## config.mk

```make
export PLATFORM = sky130hd
export DESIGN_NAME = dual_mode_control_port
export DESIGN_NICKNAME = d
export VERILOG_FILES = /design/src/design/dual_mode_control_port.v /design/src/design/pin_sync.v /design/src/design/alert_source.v
export VERILOG_INCLUDE_DIRS = /design/src /design/src/design
export SDC_FILE = /design/constraint.sdc
export NUM_CORES = 1
export LEC_CHECK = 0
export ABC_AREA = 0
export BUFFER_PORTS_ARGS = -buffer_cell sky130_fd_sc_hd__buf_2
export CAP_MARGIN = 5
export CORE_ASPECT_RATIO = 1.5
export CORE_MARGIN = 2
export CORE_UTILIZATION = 45
export CTS_CLUSTER_SIZE = 12
export DETAILED_ROUTE_END_ITERATION = 10
export GPL_TIMING_DRIVEN = 0
export PLACE_DENSITY = 0.67
export SYNTH_ARGS = -nofsm -noshare
export SYNTH_HDL_FRONTEND = slang
export SYNTH_SLANG_ARGS = --single-unit
```

## constraint.sdc

```tcl
create_clock -name mclk -period 3.45 [get_ports mclk]
set_clock_uncertainty 0.2 [all_clocks]
set_input_delay 0.1725 -clock mclk [delete_from_list [all_inputs] [get_ports mclk]]
set_output_delay 0.1725 -clock mclk [all_outputs]
set_load 0.05 [all_outputs]
```

## src/design/dual_mode_control_port_regs.vh

```
// Constants for the dual mode control port
`ifndef DUAL_MODE_CONTROL_PORT_REGS_VH
`define DUAL_MODE_CONTROL_PORT_REGS_VH
`define SPI_CHIP_ADDR 7'h10
`define TWI_ADDR_HI 4'h2
`define PTR_AUTOSTEP_BIT 7
`define PTR_RESET 8'h00
`define ALERT_ACT_HIGH 2'h0
`define ALERT_ACT_LOW 2'h1
`define ALERT_OPEN_DRAIN 2'h2
`define ALERT_MODE_RISE 2'h0
`define ALERT_MODE_FALL 2'h1
`define ALERT_MODE_LEVEL 2'h2
`define NUM_ALERT_SRC 8
`endif

```

## src/design/dual_mode_control_port.v

```verilog
// Dual mode serial control port with register access and alert pin
`timescale 1ns/1ns
`include "dual_mode_control_port_regs.vh"
module dual_mode_control_port
(
  input wire mclk,
  input wire rstn,
  input wire port_bit_clock,
  input wire port_serial_in,
  input wire select_strap_pin,
  input wire address_strap_1,
  input wire preemp_indicator_pin,
  output reg port_serial_out,
  output reg port_serial_out_oe_n,
  input wire sda_in,
  output reg sda_out,
  output reg sda_oe_n,
  output reg [7:0] wr_data,
  output reg [6:0] wr_addr,
  output reg wr_strobe,
  output reg [6:0] rd_addr,
  input wire [7:0] rd_data,
  output reg [7:0] pointer_q,
  output reg spi_mode_q,
  input wire [7:0] alert_src,
  input wire [7:0] alert_mask,
  input wire [15:0] alert_mode,
  input wire [1:0] alert_pin_style,
  output reg alert_out,
  output reg alert_oe_n
);
  // ==========================================================
  // Input synchronisers
  // ==========================================================
  wire clk_lvl;
  wire clk_rise;
  wire clk_fall;
  wire sel_lvl;
  wire sel_fall;
  wire din_lvl;
  wire sda_lvl;
  wire sda_rise;
  wire sda_fall;
  wire ad1_lvl;
  pin_sync u_clk (.mclk(mclk), .rstn(rstn), .pin(port_bit_clock), .level_q(clk_lvl),
    .rise(clk_rise), .fall(clk_fall));
  pin_sync u_sel (.mclk(mclk), .rstn(rstn), .pin(select_strap_pin), .level_q(sel_lvl),
    .rise(), .fall(sel_fall));
  pin_sync u_din (.mclk(mclk), .rstn(rstn), .pin(port_serial_in), .level_q(din_lvl),
    .rise(), .fall());
  pin_sync u_sda (.mclk(mclk), .rstn(rstn), .pin(sda_in), .level_q(sda_lvl),
    .rise(sda_rise), .fall(sda_fall));
  pin_sync u_ad1 (.mclk(mclk), .rstn(rstn), .pin(address_strap_1), .level_q(ad1_lvl),
    .rise(), .fall());
  wire pre_lvl;
  pin_sync u_pre (.mclk(mclk), .rstn(rstn), .pin(preemp_indicator_pin), .level_q(pre_lvl),
    .rise(), .fall());

  // ==========================================================
  // Mode pick and strap capture
  // ==========================================================
  reg ad2_q;
  reg strap_done_q;
  reg [1:0] start_q;
  always @(posedge mclk or negedge rstn)
  begin
    if (!rstn)
    begin
      spi_mode_q <= 1'b0;
      ad2_q <= 1'b0;
      strap_done_q <= 1'b0;
      start_q <= 2'h0;
    end
    else
    begin
      if (start_q != 2'h3)
        start_q <= start_q + 2'h1;
      if (!strap_done_q && start_q == 2'h2)
      begin
        ad2_q <= pre_lvl;
        strap_done_q <= 1'b1;
      end
      if (sel_fall && start_q == 2'h3)
        spi_mode_q <= 1'b1;
    end
  end
  wire [6:0] twi_addr = {`TWI_ADDR_HI, ad2_q, ad1_lvl, sel_lvl};

  // ==========================================================
  // Shared byte engine
  // ==========================================================
  localparam ST_ADDR = 3'h0;
  localparam ST_PTR = 3'h1;
  localparam ST_WDATA = 3'h2;
  localparam ST_RDATA = 3'h3;
  localparam ST_IGNORE = 3'h4;
  reg [2:0] state_q;
  reg [2:0] bit_q;
  reg [7:0] shift_q;
  reg [7:0] tx_q;
  reg ack_phase_q;
  reg twi_active_q;
  reg twi_rd_q;
  wire [7:0] byte_in = {shift_q[6:0], (spi_mode_q ? din_lvl : sda_lvl)};
  wire spi_sel = spi_mode_q & ~sel_lvl;
  wire twi_start = ~spi_mode_q & clk_lvl & sda_fall;
  wire twi_stop = ~spi_mode_q & clk_lvl & sda_rise;
  wire autostep = pointer_q[`PTR_AUTOSTEP_BIT];
  wire [6:0] ptr_next = autostep ? pointer_q[6:0] + 7'h01 : pointer_q[6:0];

  always @(posedge mclk or negedge rstn)
  begin
    if (!rstn)
    begin
      state_q <= ST_ADDR;
      bit_q <= 3'h0;
      shift_q <= 8'h00;
      tx_q <= 8'h00;
      pointer_q <= `PTR_RESET;
      wr_data <= 8'h00;
      wr_addr <= 7'h00;
      wr_strobe <= 1'b0;
      port_serial_out <= 1'b1;
      port_serial_out_oe_n <= 1'b1;
      sda_out <= 1'b1;
      sda_oe_n <= 1'b1;
      ack_phase_q <= 1'b0;
      twi_active_q <= 1'b0;
      twi_rd_q <= 1'b0;
    end
    else
    begin
      wr_strobe <= 1'b0;
      if (spi_mode_q)
      begin
        if (sel_lvl)
        begin
          state_q <= ST_ADDR;
          bit_q <= 3'h0;
          port_serial_out_oe_n <= 1'b1;
        end
        else if (spi_sel && clk_rise)
        begin
          shift_q <= byte_in;
          bit_q <= bit_q + 3'h1;
          if (bit_q == 3'h7)
          begin
            case (state_q)
              ST_ADDR:
                if (byte_in[7:1] != `SPI_CHIP_ADDR)
                  state_q <= ST_IGNORE;
                else if (byte_in[0])
                begin
                  state_q <= ST_RDATA;
                  tx_q <= rd_data;
                end
                else
                  state_q <= ST_PTR;
              ST_PTR:
              begin
                pointer_q <= byte_in;
                state_q <= ST_WDATA;
              end
              ST_WDATA:
              begin
                wr_data <= byte_in;
                wr_addr <= pointer_q[6:0];
                wr_strobe <= 1'b1;
                pointer_q[6:0] <= ptr_next;
              end
              ST_RDATA:
                pointer_q[6:0] <= ptr_next;
              default:
                state_q <= ST_IGNORE;
            endcase
          end
        end
        else if (spi_sel && clk_fall && state_q == ST_RDATA)
        begin
          port_serial_out_oe_n <= 1'b0;
          if (bit_q == 3'h0)
          begin
            port_serial_out <= rd_data[7];
            tx_q <= {rd_data[6:0], 1'b0};
          end
          else
          begin
            port_serial_out <= tx_q[7];
            tx_q <= {tx_q[6:0], 1'b0};
          end
        end
        else if (state_q != ST_RDATA)
          port_serial_out_oe_n <= 1'b1;
      end
      else
      begin
        if (twi_start || twi_stop)
        begin
          state_q <= ST_ADDR;
          bit_q <= 3'h0;
          ack_phase_q <= twi_start;
          twi_active_q <= twi_start;
          sda_oe_n <= 1'b1;
        end
        else if (twi_active_q && clk_rise)
        begin
          if (ack_phase_q)
          begin
            if (twi_rd_q && state_q == ST_RDATA && sda_lvl)
              twi_active_q <= 1'b0;
          end
          else
          begin
            shift_q <= byte_in;
            bit_q <= bit_q + 3'h1;
          end
        end
        else if (twi_active_q && clk_fall)
        begin
          if (!ack_phase_q && bit_q == 3'h0 && state_q != ST_RDATA)
          begin
            ack_phase_q <= 1'b1;
            case (state_q)
              ST_ADDR:
                if (shift_q[7:1] == twi_addr)
                begin
                  sda_oe_n <= 1'b0;
                  sda_out <= 1'b0;
                  twi_rd_q <= shift_q[0];
                  state_q <= shift_q[0] ? ST_RDATA : ST_PTR;
                end
                else
                  twi_active_q <= 1'b0;
              ST_PTR:
              begin
                pointer_q <= shift_q;
                sda_oe_n <= 1'b0;
                sda_out <= 1'b0;
                state_q <= ST_WDATA;
              end
              default:
              begin
                wr_data <= shift_q;
                wr_addr <= pointer_q[6:0];
                wr_strobe <= 1'b1;
                pointer_q[6:0] <= ptr_next;
                sda_oe_n <= 1'b0;
                sda_out <= 1'b0;
              end
            endcase
          end
          else if (state_q == ST_RDATA)
          begin
            if (ack_phase_q)
            begin
              ack_phase_q <= 1'b0;
              sda_oe_n <= 1'b0;
              sda_out <= rd_data[7];
              tx_q <= {rd_data[6:0], 1'b0};
              bit_q <= 3'h0;
            end
            else if (bit_q == 3'h0)
            begin
              sda_oe_n <= 1'b1;
              ack_phase_q <= 1'b1;
              pointer_q[6:0] <= ptr_next;
            end
            else
            begin
              sda_out <= tx_q[7];
              tx_q <= {tx_q[6:0], 1'b0};
            end
          end
          else if (ack_phase_q)
          begin
            ack_phase_q <= 1'b0;
            sda_oe_n <= 1'b1;
          end
        end
      end
    end
  end

  always @(posedge mclk or negedge rstn)
  begin
    if (!rstn)
      rd_addr <= 7'h00;
    else
      rd_addr <= pointer_q[6:0];
  end

  // ==========================================================
  // Alert pin
  // ==========================================================
  wire [7:0] hits;
  genvar gi;
  generate
    for (gi = 0; gi < `NUM_ALERT_SRC; gi = gi + 1)
    begin : g_src
      alert_source u_src (.mclk(mclk), .rstn(rstn), .src(alert_src[gi]),
        .mask_en(alert_mask[gi]), .mode(alert_mode[2*gi+1:2*gi]), .hit(hits[gi]));
    end
  endgenerate
  wire any_hit = |hits;
  always @(posedge mclk or negedge rstn)
  begin
    if (!rstn)
    begin
      alert_out <= 1'b0;
      alert_oe_n <= 1'b0;
    end
    else
    begin
      case (alert_pin_style)
        `ALERT_ACT_HIGH:
        begin
          alert_out <= any_hit;
          alert_oe_n <= 1'b0;
        end
        `ALERT_ACT_LOW:
        begin
          alert_out <= ~any_hit;
          alert_oe_n <= 1'b0;
        end
        `ALERT_OPEN_DRAIN:
        begin
          alert_out <= 1'b0;
          alert_oe_n <= ~any_hit;
        end
        default:
        begin
          alert_out <= 1'b0;
          alert_oe_n <= 1'b1;
        end
      endcase
    end
  end
endmodule // dual_mode_control_port

```

## src/design/pin_sync.v

```verilog
// Two-stage synchroniser with edge detection on the second stage
`timescale 1ns/1ns
module pin_sync
(
  input wire mclk,
  input wire rstn,
  input wire pin,
  output reg level_q,
  output wire rise,
  output wire fall
);
  reg meta_q;
  reg last_q;
  always @(posedge mclk or negedge rstn)
  begin
    if (!rstn)
    begin
      meta_q <= 1'b1;
      level_q <= 1'b1;
      last_q <= 1'b1;
    end
    else
    begin
      meta_q <= pin;
      level_q <= meta_q;
      last_q <= level_q;
    end
  end
  assign rise = level_q & ~last_q;
  assign fall = ~level_q & last_q;
endmodule // pin_sync

```

## src/design/alert_source.v

```verilog
// One interrupt source: edge or level trigger with mask
`timescale 1ns/1ns
`include "dual_mode_control_port_regs.vh"
module alert_source
(
  input wire mclk,
  input wire rstn,
  input wire src,
  input wire mask_en,
  input wire [1:0] mode,
  output wire hit
);
  reg prev_q;
  reg trig;
  always @(posedge mclk or negedge rstn)
  begin
    if (!rstn)
      prev_q <= 1'b0;
    else
      prev_q <= src;
  end
  always @*
  begin
    case (mode)
      `ALERT_MODE_RISE: trig = src & ~prev_q;
      `ALERT_MODE_FALL: trig = ~src & prev_q;
      `ALERT_MODE_LEVEL: trig = src;
      default: trig = 1'b0;
    endcase
  end
  assign hit = trig & mask_en;
endmodule // alert_source

```

==> impl_metrics.json, run 1 <==
{
  "power.total_mw": 2.905,
  "worst_ep_arrival_time_ps": 3020,
  "average_wire_per_cell_in_the_routed_design_um": 16.05,
  "cap_viol_max_count": 0,
  "synth_xor_xnor_area_share_pct": 1.341,
  "path_max_fanout": 10,
  "finish.utilization_pct": 57.43,
  "pin_count_of_the_biggest_net_entering_global_routing": 71,
  "startpoint_type": "register",
  "cts_max_path_buffers": 2,
  "clock_sinks": 90,
  "detailedRoute.firstPassIterationCount": 4,
  "synth_top_family_by_area": "simple AND/OR/NAND/NOR gates",
  "post-route-drc-count": 0,
  "num_antenna_cells": 0,
  "die-area_mm2": 0.01100,
  "layout.nets": 610,
  "boundaryPins": 88,
  "setup_crit_end_kind": "register",
  "fin_crit_sh_pct": 85.68,
  "number_of_synthesized_register_bits": 90,
  "p_leak_nw": 2.771,
  "numPortBuffers": 87,
  "synth_top_flop_cell": "dfrtp_1",
  "coreArea_mm2": 0.01002,
  "cts_max_level": 3,
  "tritoncts": "done",
  "post_synth_adder_cell_area_pct": 1.642,
  "count_of_flip_flops_with_a_built_in_enable_after_synthesis": 0,
  "fin_crit_ps": 2956,
  "mostFrequentLayoutCells": "buf_2, dfrtp_1, nand2_1, o21ai_0, dlygate4sd3_1",
  "post_route_cells_drive_above_1_share_pct": 28.80,
  "worst_pin_slew_ps": 856.1,
  "routed_wirelength_um": 10850,
  "gp_congestion": 0.9005,
  "final_hold_viol_count": 0,
  "drt-vias-per-instance": 5.553,
  "power.density_cell_area_mw_per_mm2": 504.7,
  "rows": 45,
  "first_iter_violations": 149,
  "rsz0062_at_grt": "false",
  "synth-warning-count": 0,
  "clk_latency_ps": 350,
  "synthCells": 429,
  "detailedPlacementHpwl_um": 7550,
  "max-slew-margin-rel_pct": 42.80,
  "yosysUniqueCellTypes": 65,
  "worst-endpoint-required_ps": 3520,
  "first_global_vias": 3867,
  "cp.buffers_inverters": 3,
  "report.final.setup_viol": 0,
  "die-width_um": 86.29,
  "crit_type": "reg2reg",
  "run_status": "finished clean",
  "syn_nets": 485,
  "layout_commonest_cell": "buf_2",
  "grt_overflow_total": 0,
  "reg2reg_setup_slack_ps": 490,
  "clock-root-buffer": "clkbuf_16",
  "cts_setup_buffers": 0,
  "global_route_wire_length_before_repair_um": 17800,
  "synth_area_per_cell_um2": 10.65,
  "synth_area_in_simple_gates_pct": 17.93,
  "synth_mux_area_share_pct": 9.992,
  "number_of_buffers_inserted_during_clock_tree_synthesis": 9,
  "final.setup.tns_ps": 0,
  "initial_antenna_violation_count": 0,
  "number_of_nets_still_failing_antenna_checks_after_routing": 0,
  "initial_util_pct": 45.61,
  "synth_seq_area_share_pct": 49.79,
  "synth-compound-area-share_pct": 15.77,
  "achievable_clock_frequency_mhz": 338.3,
  "cts.clk_slew.worst_paths_ps": 60,
  "critPathSlowestCell": "dlygate4sd3_1",
  "area_growth_pct": 25.92,
  "critical_path.cell_chain": "buf_1 -> nor4bb_1 -> clkbuf_1 -> a222oi_1 -> dlygate4sd3_1 -> mux2i_1",
  "worst_hold_path_class": "in2reg",
  "worst_path_largest_cell_delay_ps": 580,
  "synth.cell_area_mm2": 0.004571,
  "grt_usage_pct": 20.63,
  "vias": 3754,
  "async_reset_ff_share_pct": 100.0,
  "peakVddDrop_uv": 280.0,
  "timing_max_transition_violations_final": 0,
  "family_of_cells_with_the_greatest_summed_delay_on_the_critical_path": "buffers and inverters",
  "die_height_um": 127.4
}
## synthesized netlist by cell type, types with 3 or more instances
cell,count,area (um^2)
o211ai_1,7,52.55
a32o_1,3,30.03
clkbuf_1,16,60.06
ha_1,6,75.07
mux2_2,21,236.5
nor2b_1,16,100.1
o21a_1,3,22.52
nand3_1,7,35.03
dfstp_2,19,499.2
nand4_1,5,31.28
inv_1,14,52.55
xnor2_1,5,43.79
buf_2,3,15.01
a22oi_1,12,90.09
buf_1,3,11.26
or4bb_1,6,67.56
nor2_1,20,75.07
nand2_1,42,157.7
nor3_1,7,35.03
mux2_4,6,90.09
a211oi_1,4,30.03
o21ai_0,39,195.2
o31ai_1,5,37.54
dfrtp_1,71,1777
a21oi_1,6,30.03
mux2i_1,13,130.1
nand2b_1,16,100.1
o22ai_1,3,18.77
## what timing repair did
action,4_1_cts,5_1_grt
gates resized for setup,0,0
endpoints found under the hold margin,96,0
hold buffers,26,0
## state kept, by name (all words and copies together) (netlist names), 2 cells and up
name	flops
g_src.u_src.prev_q	8
pointer_q	8
shift_q	8
tx_q	8
wr_data	8
rd_addr	7
wr_addr	7
bit_q	3
state_q	3
start_q	2
## area by class of cell
cell class	count	area, um^2
plain buffers	24	108.9
clock inverters	4	76.32
clock buffers	12	236.5
flip-flops and latches	90	2276
fillers	893	4267
well taps	117	146.4
repair buffers	114	725.7
multi-input cells	301	2133
inverters	14	52.55
## layer usage
layer,GRT usage (%),routed length [um],share of wire (%)
met1,23.14,4277,39
met2,36.71,5817,54
met3,4.134,441,4.1
met4,10.20,314,2.9
met5,0,0,0
## logic make-up after synthesis
logic type | after synthesis
AND/OR/NAND/NOR | 142
buffers and inverters | 38
XOR/XNOR | 7
adder cells (fa/ha/maj) | 6
flip-flops | 90
multiplexers | 40
AO/OA/AOI/OAI | 106
## final timing paths
| check | start | cells past startpoint | end |
|---|---|---|---|
| min reg2reg | u_din.meta_q$_DFF_PN1_ | 0 | u_din.level_q$_DFF_PN1_ |
| max | u_clk.level_q$_DFF_PN1_ | 6 | tx_q[3]$_DFFE_PN0P_ |
| min | rd_data[3] | 4 | tx_q[4]$_DFFE_PN0P_ |
| min in group asynchronous | rstn | 2 | wr_data[1]$_DFFE_PN0P_ |
| max reg2reg | u_clk.level_q$_DFF_PN1_ | 6 | tx_q[3]$_DFFE_PN0P_ |
| max in group asynchronous | rstn | 3 | u_ad1.meta_q$_DFF_PN1_ |
## report_power, final
group          internal, mW  leakage, nW  total (mW)  switching (mW)
Clock                 0.637        0.147        1.04           0.405
Combinational         0.281         1.50       0.611           0.330
Sequential             1.16         1.12        1.25          0.0876
## worst reg2reg max path: cells and delay by family (launching register included)
kind / cells / cell delay (ps)
buffers and inverters: 3 / 1290
flip-flops: 1 / 530
AND/OR/NAND/NOR: 1 / 530
AO/OA/AOI/OAI: 1 / 190
multiplexers: 1 / 120
## per-stage QoR
step,worst slack [ps],instances,hold slack [ps],cell area (um^2)
after global placement,532.9,633,78.91,5152
after global routing,333.6,676,51.50,5756
final,494.0,676,20.35,5756
after detailed placement,527.6,634,-113.5,5182
after CTS,502.3,676,7.629,5756
after floorplan,870.2,429,-323.1,4571
Note: power is estimated with default switching activity, not from simulation.
==> run 2, diff against run 1 <==
- ABC_AREA: 0 -> 1
- BUFFER_PORTS_ARGS: -buffer_cell sky130_fd_sc_hd__buf_2 -> -buffer_cell sky130_fd_sc_hd__clkbuf_2
- CORE_UTILIZATION: 45 -> 35
- PLACE_DENSITY: 0.67 -> unset
==> impl_metrics.json, run 2 <==
{
  "synth_top_area_share_pct": 36.39,
  "synth.top_cells.by_area": "dfrtp_1, nand2_1, dfstp_2",
  "number_of_buffers_inserted_during_clock_tree_synthesis": 9,
  "tritoncts": "done",
  "cts_max_level": 3,
  "cts.clk_slew.worst_paths_ps": 70,
  "synth-warning-count": 0,
  "yosysUniqueCellTypes": 38,
  "initial_antenna_violation_count": 0,
  "die_height_um": 148.7,
  "num_antenna_cells": 0,
  "worst-endpoint-required_ps": 3530,
  "detailedPlacementHpwl_um": 9583,
  "report.final.setup_viol": 0,
  "cap_viol_max_count": 0,
  "average_wire_per_cell_in_the_routed_design_um": 13.80,
  "first_iter_violations": 245,
  "peakVddDrop_uv": 262.0,
  "first_global_vias": 4704,
  "achievable_clock_frequency_mhz": 459.4,
  "startpoint_type": "register",
  "synth_area_in_simple_gates_pct": 35.98,
  "worst_pin_slew_ps": 542.9,
  "clk_latency_ps": 340,
  "worst_r2r_startpoint": "bit_q[0]$_DFFE_PN0P_",
  "power.density_cell_area_mw_per_mm2": 481.0,
  "worstRegToRegCells": 12,
  "final.setup.tns_ps": 0,
  "initial_util_pct": 36.08,
  "layout.nets": 819,
  "boundaryPins": 88,
  "area_growth_pct": 23.73,
  "worst_ep_arrival_time_ps": 2260,
  "run_status": "finished clean",
  "synth_mux_area_share_pct": 0,
  "hold_path_depth": 5,
  "coreArea_mm2": 0.01353,
  "post_synth_adder_cell_area_pct": 1.538,
  "grt_overflow_total": 0,
  "vias": 4657,
  "setup_crit_end_kind": "register",
  "syn_nets": 699,
  "path_max_fanout": 10,
  "crit-reg2reg-capture": "pointer_q[3]$_DFFE_PN0P_",
  "synth_top_cell_by_area": "dfrtp_1",
  "max-slew-margin-rel_pct": 63.80,
  "synth_top_flop_cell": "dfrtp_1",
  "reg2reg_setup_slack_ps": 1270,
  "cts_max_path_buffers": 2,
  "layout_commonest_cell": "nand2_1",
  "pin_count_of_the_biggest_net_entering_global_routing": 56,
  "rsz0062_at_grt": "false",
  "global_route_wire_length_before_repair_um": 21710,
  "synth_seq_area_share_pct": 46.62,
  "synth_xor_xnor_area_share_pct": 0.7176,
  "filler_cell_count": 1371,
  "clock-root-buffer": "clkbuf_16",
  "post-route-drc-count": 0,
  "gp_congestion": 0.9125,
  "power.total_mw": 2.906,
  "fin_crit_sh_pct": 63.09,
  "timing_max_transition_violations_final": 0,
  "critPathLaunch": "bit_q[0]$_DFFE_PN0P_",
  "detailedRoute.firstPassIterationCount": 5,
  "final_hold_viol_count": 0,
  "drt-vias-per-instance": 5.008,
  "synth.cell_area_mm2": 0.004882,
  "synth_area_per_cell_um2": 7.593,
  "synth-compound-area-share_pct": 8.867,
  "mostFrequentLayoutCells": "nand2_1, clkbuf_2, dfrtp_1, nor2_1, nand3_1",
  "synth_top_family_by_area": "simple AND/OR/NAND/NOR gates",
  "fin_crit_ps": 2177,
  "post_route_cells_drive_above_1_share_pct": 21.74,
  "number_of_nets_still_failing_antenna_checks_after_routing": 0,
  "routed_wirelength_um": 12840,
  "cts_setup_buffers": 0,
  "crit_type": "reg2reg",
  "number_of_synthesized_register_bits": 90,
  "whs_endpoint": "tx_q[4]$_DFFE_PN0P_",
  "hold_start": "rd_data[4]",
  "clock_sinks": 90,
  "rows": 52,
  "numPortBuffers": 87,
  "p_leak_nw": 3.185,
  "count_of_flip_flops_with_a_built_in_enable_after_synthesis": 0,
  "die-area_mm2": 0.01493,
  "synth_commonest_cells": "nand2_1, dfrtp_1, nand3_1, nor2_1, inv_1",
  "die-width_um": 100.4,
  "worst_hold_path_class": "in2reg",
  "grt_usage_pct": 18.12,
  "synthCells": 643,
  "synth.most_common_cell": "nand2_1",
  "async_reset_ff_share_pct": 100.0
}
==> run 2: cell types whose count changed after synthesis, sizes merged, moves of 19 or more <==
cell	change
nand2	+202
nand3	+61
nor2	+54
inv	+49
mux2	-27
a21oi	+19
==> run 2: repair_timing <==
action	in CTS	in global routing
hold buffers	21	0
gates resized for setup	0	0
hold endpoints to repair	48	0
==> run 2: layout make-up <==
class | count | area (um^2) | share of cell area (%)
tap | 162 | 202.7 | 3.355
clock inverter | 6 | 41.29 | 0.6835
timing repair buffer | 109 | 675.6 | 11.18
inverter | 64 | 245.2 | 4.060
clock buffer | 10 | 239.0 | 3.956
sequential | 90 | 2276 | 37.68
multi-input combinational | 480 | 2300 | 38.07
buffer | 9 | 61.31 | 1.015
==> run 2: how the worst max path moves through the flow <==
stage                                     to  depth (start not counted)
detailed placement  pointer_q[3]$_DFFE_PN0P_                         12
CTS                 pointer_q[3]$_DFFE_PN0P_                         12
global route        pointer_q[2]$_DFFE_PN0P_                         12
finish              pointer_q[3]$_DFFE_PN0P_                         12
global placement      wr_addr[3]$_DFFE_PN0P_                          1
floorplan                tx_q[1]$_DFFE_PN0P_                          9
==> run 2: critical path, stage by stage, from the launching register on <==
cell and delay, ps:
dfrtp_1 410, inv_1 70, ha_1 150, inv_1 60, nor2_4 240, nand2_1 160, nor2_1 250, nand2_1 130
nand2_1 90, nor2_1 50, nand3_2 140, nand2_1 80, nand2_1 70
==> run 2: cell families (layout without fill, tap and decap cells) <==
family,count (synthesis),after routing
xor gates and xnor gates,4,4
and+or+nand+nor,399,399
buffers and inverters,73,198
adders and majority gates,6,6
DFF,90,90
AOI/OAI and AO/OA,71,71
==> run 2: power by group <==
| group | switching [mW] | internal [mW] | total, mW |
|---|---|---|---|
| clock | 0.433 | 0.508 | 0.941 |
| sequential | 0.131 | 1.18 | 1.31 |
| combinational | 0.430 | 0.221 | 0.651 |
| total | 0.993 | 1.91 | 2.91 |
==> run 2: routing by layer <==
layer	GRT usage, %	vias to the layer above	share of wire (%)	wire (um)
li1	-	2301	-	-
met5	0	-	0	0
met4	7.808	0	3.0	380
met3	3.195	33	4.7	608
met1	20.45	2160	40	5148
met2	32.99	163	52	6698
==> run 2: stage by stage <==
stage,std cells,setup slack (ps),cell area (um^2),hold WS [ps],utilization (%)
floorplan,643,1419,4882,-323.1,-
global placement,892,922.1,5520,62.49,40.79
detailed placement,893,1311,5550,10.05,41.01
CTS,930,1265,6041,13.42,44.64
global route,930,1064,6041,48.23,44.64
finish,930,1273,6041,20.11,44.64
==> run 3, diff against run 2 <==
- clock period: 3.45 -> 1.8 ns (I/O delays scaled with it)
==> impl_metrics.json, run 3 (synthesis gave the netlist of run 2 again) <==
{
  "critPathSlowestCell": "dfrtp_2",
  "critical_path.cell_chain": "inv_4 -> nor2_8 -> nand3_2 -> nor2_4 -> nor2_2 -> nor2_4 -> nand2_4 -> nand2_2 -> nand2_1",
  "reg2reg_setup_slack_ps": -50,
  "rows": 52,
  "crit_top_cell": "nor2_4",
  "boundaryPins": 88,
  "gp_congestion": 0.9401,
  "place_inst": 893,
  "first_iter_violations": 208,
  "pin_count_of_the_biggest_net_entering_global_routing": 59,
  "worstRegToRegCells": 9,
  "fin_crit_ps": 1854,
  "number_of_nets_still_failing_antenna_checks_after_routing": 0,
  "die-width_um": 100.4,
  "detailedRoute.firstPassIterationCount": 5,
  "worst_pin_slew_ps": 499.7,
  "initial_antenna_violation_count": 0,
  "final_hold_viol_count": 0,
  "cts_max_path_buffers": 2,
  "layout.nets": 867,
  "setup_crit_end_kind": "register",
  "numPortBuffers": 87,
  "rsz0062_at_grt": "true",
  "post-route-drc-count": 0,
  "fin_crit_sh_pct": 103.0,
  "cts_max_level": 3,
  "global_route_wire_length_before_repair_um": 22410,
  "worst_ep_arrival_time_ps": 1880,
  "final-instance-count-excl-fill": 978,
  "timing.hold.ws_ps": 80.47,
  "path_max_fanout": 10,
  "grt_usage_pct": 18.81,
  "multiInputGateArea_mm2": 0.002597,
  "area_growth_pct": 41.59,
  "die_height_um": 148.7,
  "worst-endpoint-required_ps": 1830,
  "mostFrequentLayoutCells": "nand2_1, clkbuf_2, dfrtp_1, nand3_1, inv_1",
  "final.setup.tns_ps": -367.9,
  "num_antenna_cells": 0,
  "worst_hold_path_class": "in2async",
  "detailedPlacementHpwl_um": 9404,
  "post_route_cells_drive_above_1_share_pct": 32.23,
  "timing_max_transition_violations_final": 0,
  "peakVddDrop_uv": 526.9,
  "worst_path_largest_cell_delay_ps": 420,
  "power.total_mw": 6.234,
  "achievable_clock_frequency_mhz": 539.3,
  "die-area_mm2": 0.01493,
  "first_global_vias": 4858,
  "clk_latency_ps": 340,
  "tritoncts": "done",
  "average_wire_per_cell_in_the_routed_design_um": 14.23,
  "filler_cell_count": 1294,
  "routed_wirelength_um": 13920,
  "power.density_cell_area_mw_per_mm2": 901.8,
  "layout_setup_ws_ps": -54.22,
  "drt-vias-per-instance": 5.008,
  "cts.clk_slew.worst_paths_ps": 60,
  "initial_util_pct": 36.08,
  "startpoint_type": "register",
  "max-slew-margin-rel_pct": 66.69,
  "crit_type": "reg2reg",
  "coreArea_mm2": 0.01353,
  "cap_viol_max_count": 0,
  "report.final.setup_viol": 17,
  "run_status": "complete, but fails checks",
  "area.sequential_mm2": 0.002282,
  "vias": 4898,
  "failed_checks": "negative setup slack",
  "number_of_buffers_inserted_during_clock_tree_synthesis": 9,
  "grt_overflow_total": 0,
  "p_leak_nw": 3.504,
  "layout_commonest_cell": "nand2_1",
  "clock_sinks": 90,
  "clock-root-buffer": "clkbuf_16"
}
-- run 3: cell types whose count changed in the layout (fill, tap and decap cells not counted), sizes merged --
cell	before	now
bufinv	0	3
clkinvlp	3	0
clkinv	3	2
clkbuf	99	103
dlygate4sd3	21	34
buf	8	40
-- run 3: layout make-up --
type	count	area share [%]
flip-flops and latches	90	33.01
multi-input cells	480	37.57
repair buffers	157	16.60
plain buffers	9	1.213
clock buffers	11	3.367
well taps	162	2.932
clock inverters	5	1.502
inverters	64	3.801
-- run 3: worst max-delay path: cells and delay by family (launching register included) --
| kind | cells | cell delay [ps] |
|---|---|---|
| buffers and inverters | 1 | 110 |
| DFF | 1 | 420 |
| and+or+nand+nor | 8 | 1010 |
-- run 3: per-stage QoR --
| stage | utilization [%] | setup slack [ps] | instance area, um^2 |
|---|---|---|---|
| floorplan | - | 0.2793 | 4892 |
| global placement | 40.87 | -903.6 | 5530 |
| finish | 51.08 | -54.22 | 6913 |
| global route | 51.08 | -152.3 | 6913 |
| CTS | 48.31 | -71.13 | 6538 |
| detailed placement | 41.09 | -412.2 | 5560 |
-- run 3: path summary, 6_finish.rpt --
kind / start / end
setup / recovery: spi_mode_q$_DFFE_PN0P_ / tx_q[0]$_DFFE_PN0P_
hold / removal: rstn / tx_q[2]$_DFFE_PN0P_
setup reg to reg: spi_mode_q$_DFFE_PN0P_ / tx_q[0]$_DFFE_PN0P_
hold reg to reg: u_din.meta_q$_DFF_PN1_ / u_din.level_q$_DFF_PN1_
max in group asynchronous: rstn / u_din.level_q$_DFF_PN1_
min in group mclk: alert_mode[11] / alert_out$_DFF_PN0_
-- run 3: repair_timing --
action	CTS	global route
setup buffers	18	15
cloned	0	2
pin swaps	22	28
hold buffers	34	0
endpoints found under the setup margin	51	49
resized for setup	45	55
hold endpoints to repair	110	0
-- run 3: power by group --
group          internal [mW]  switching (mW)
Clock                   1.36           0.802
Combinational          0.565           0.962
Sequential              2.27           0.272
Total                   4.20            2.04
-- run 3: per-layer routing --
| layer | global-route usage, % | vias up | share of wire [%] |
|---|---|---|---|
| met4 | 7.808 | 0 | 2.7 |
| li1 | - | 2404 | - |
| met5 | 0 | - | 0 |
| met2 | 34.06 | 127 | 53 |
| met3 | 3.195 | 26 | 3.7 |
| met1 | 21.58 | 2341 | 40 |
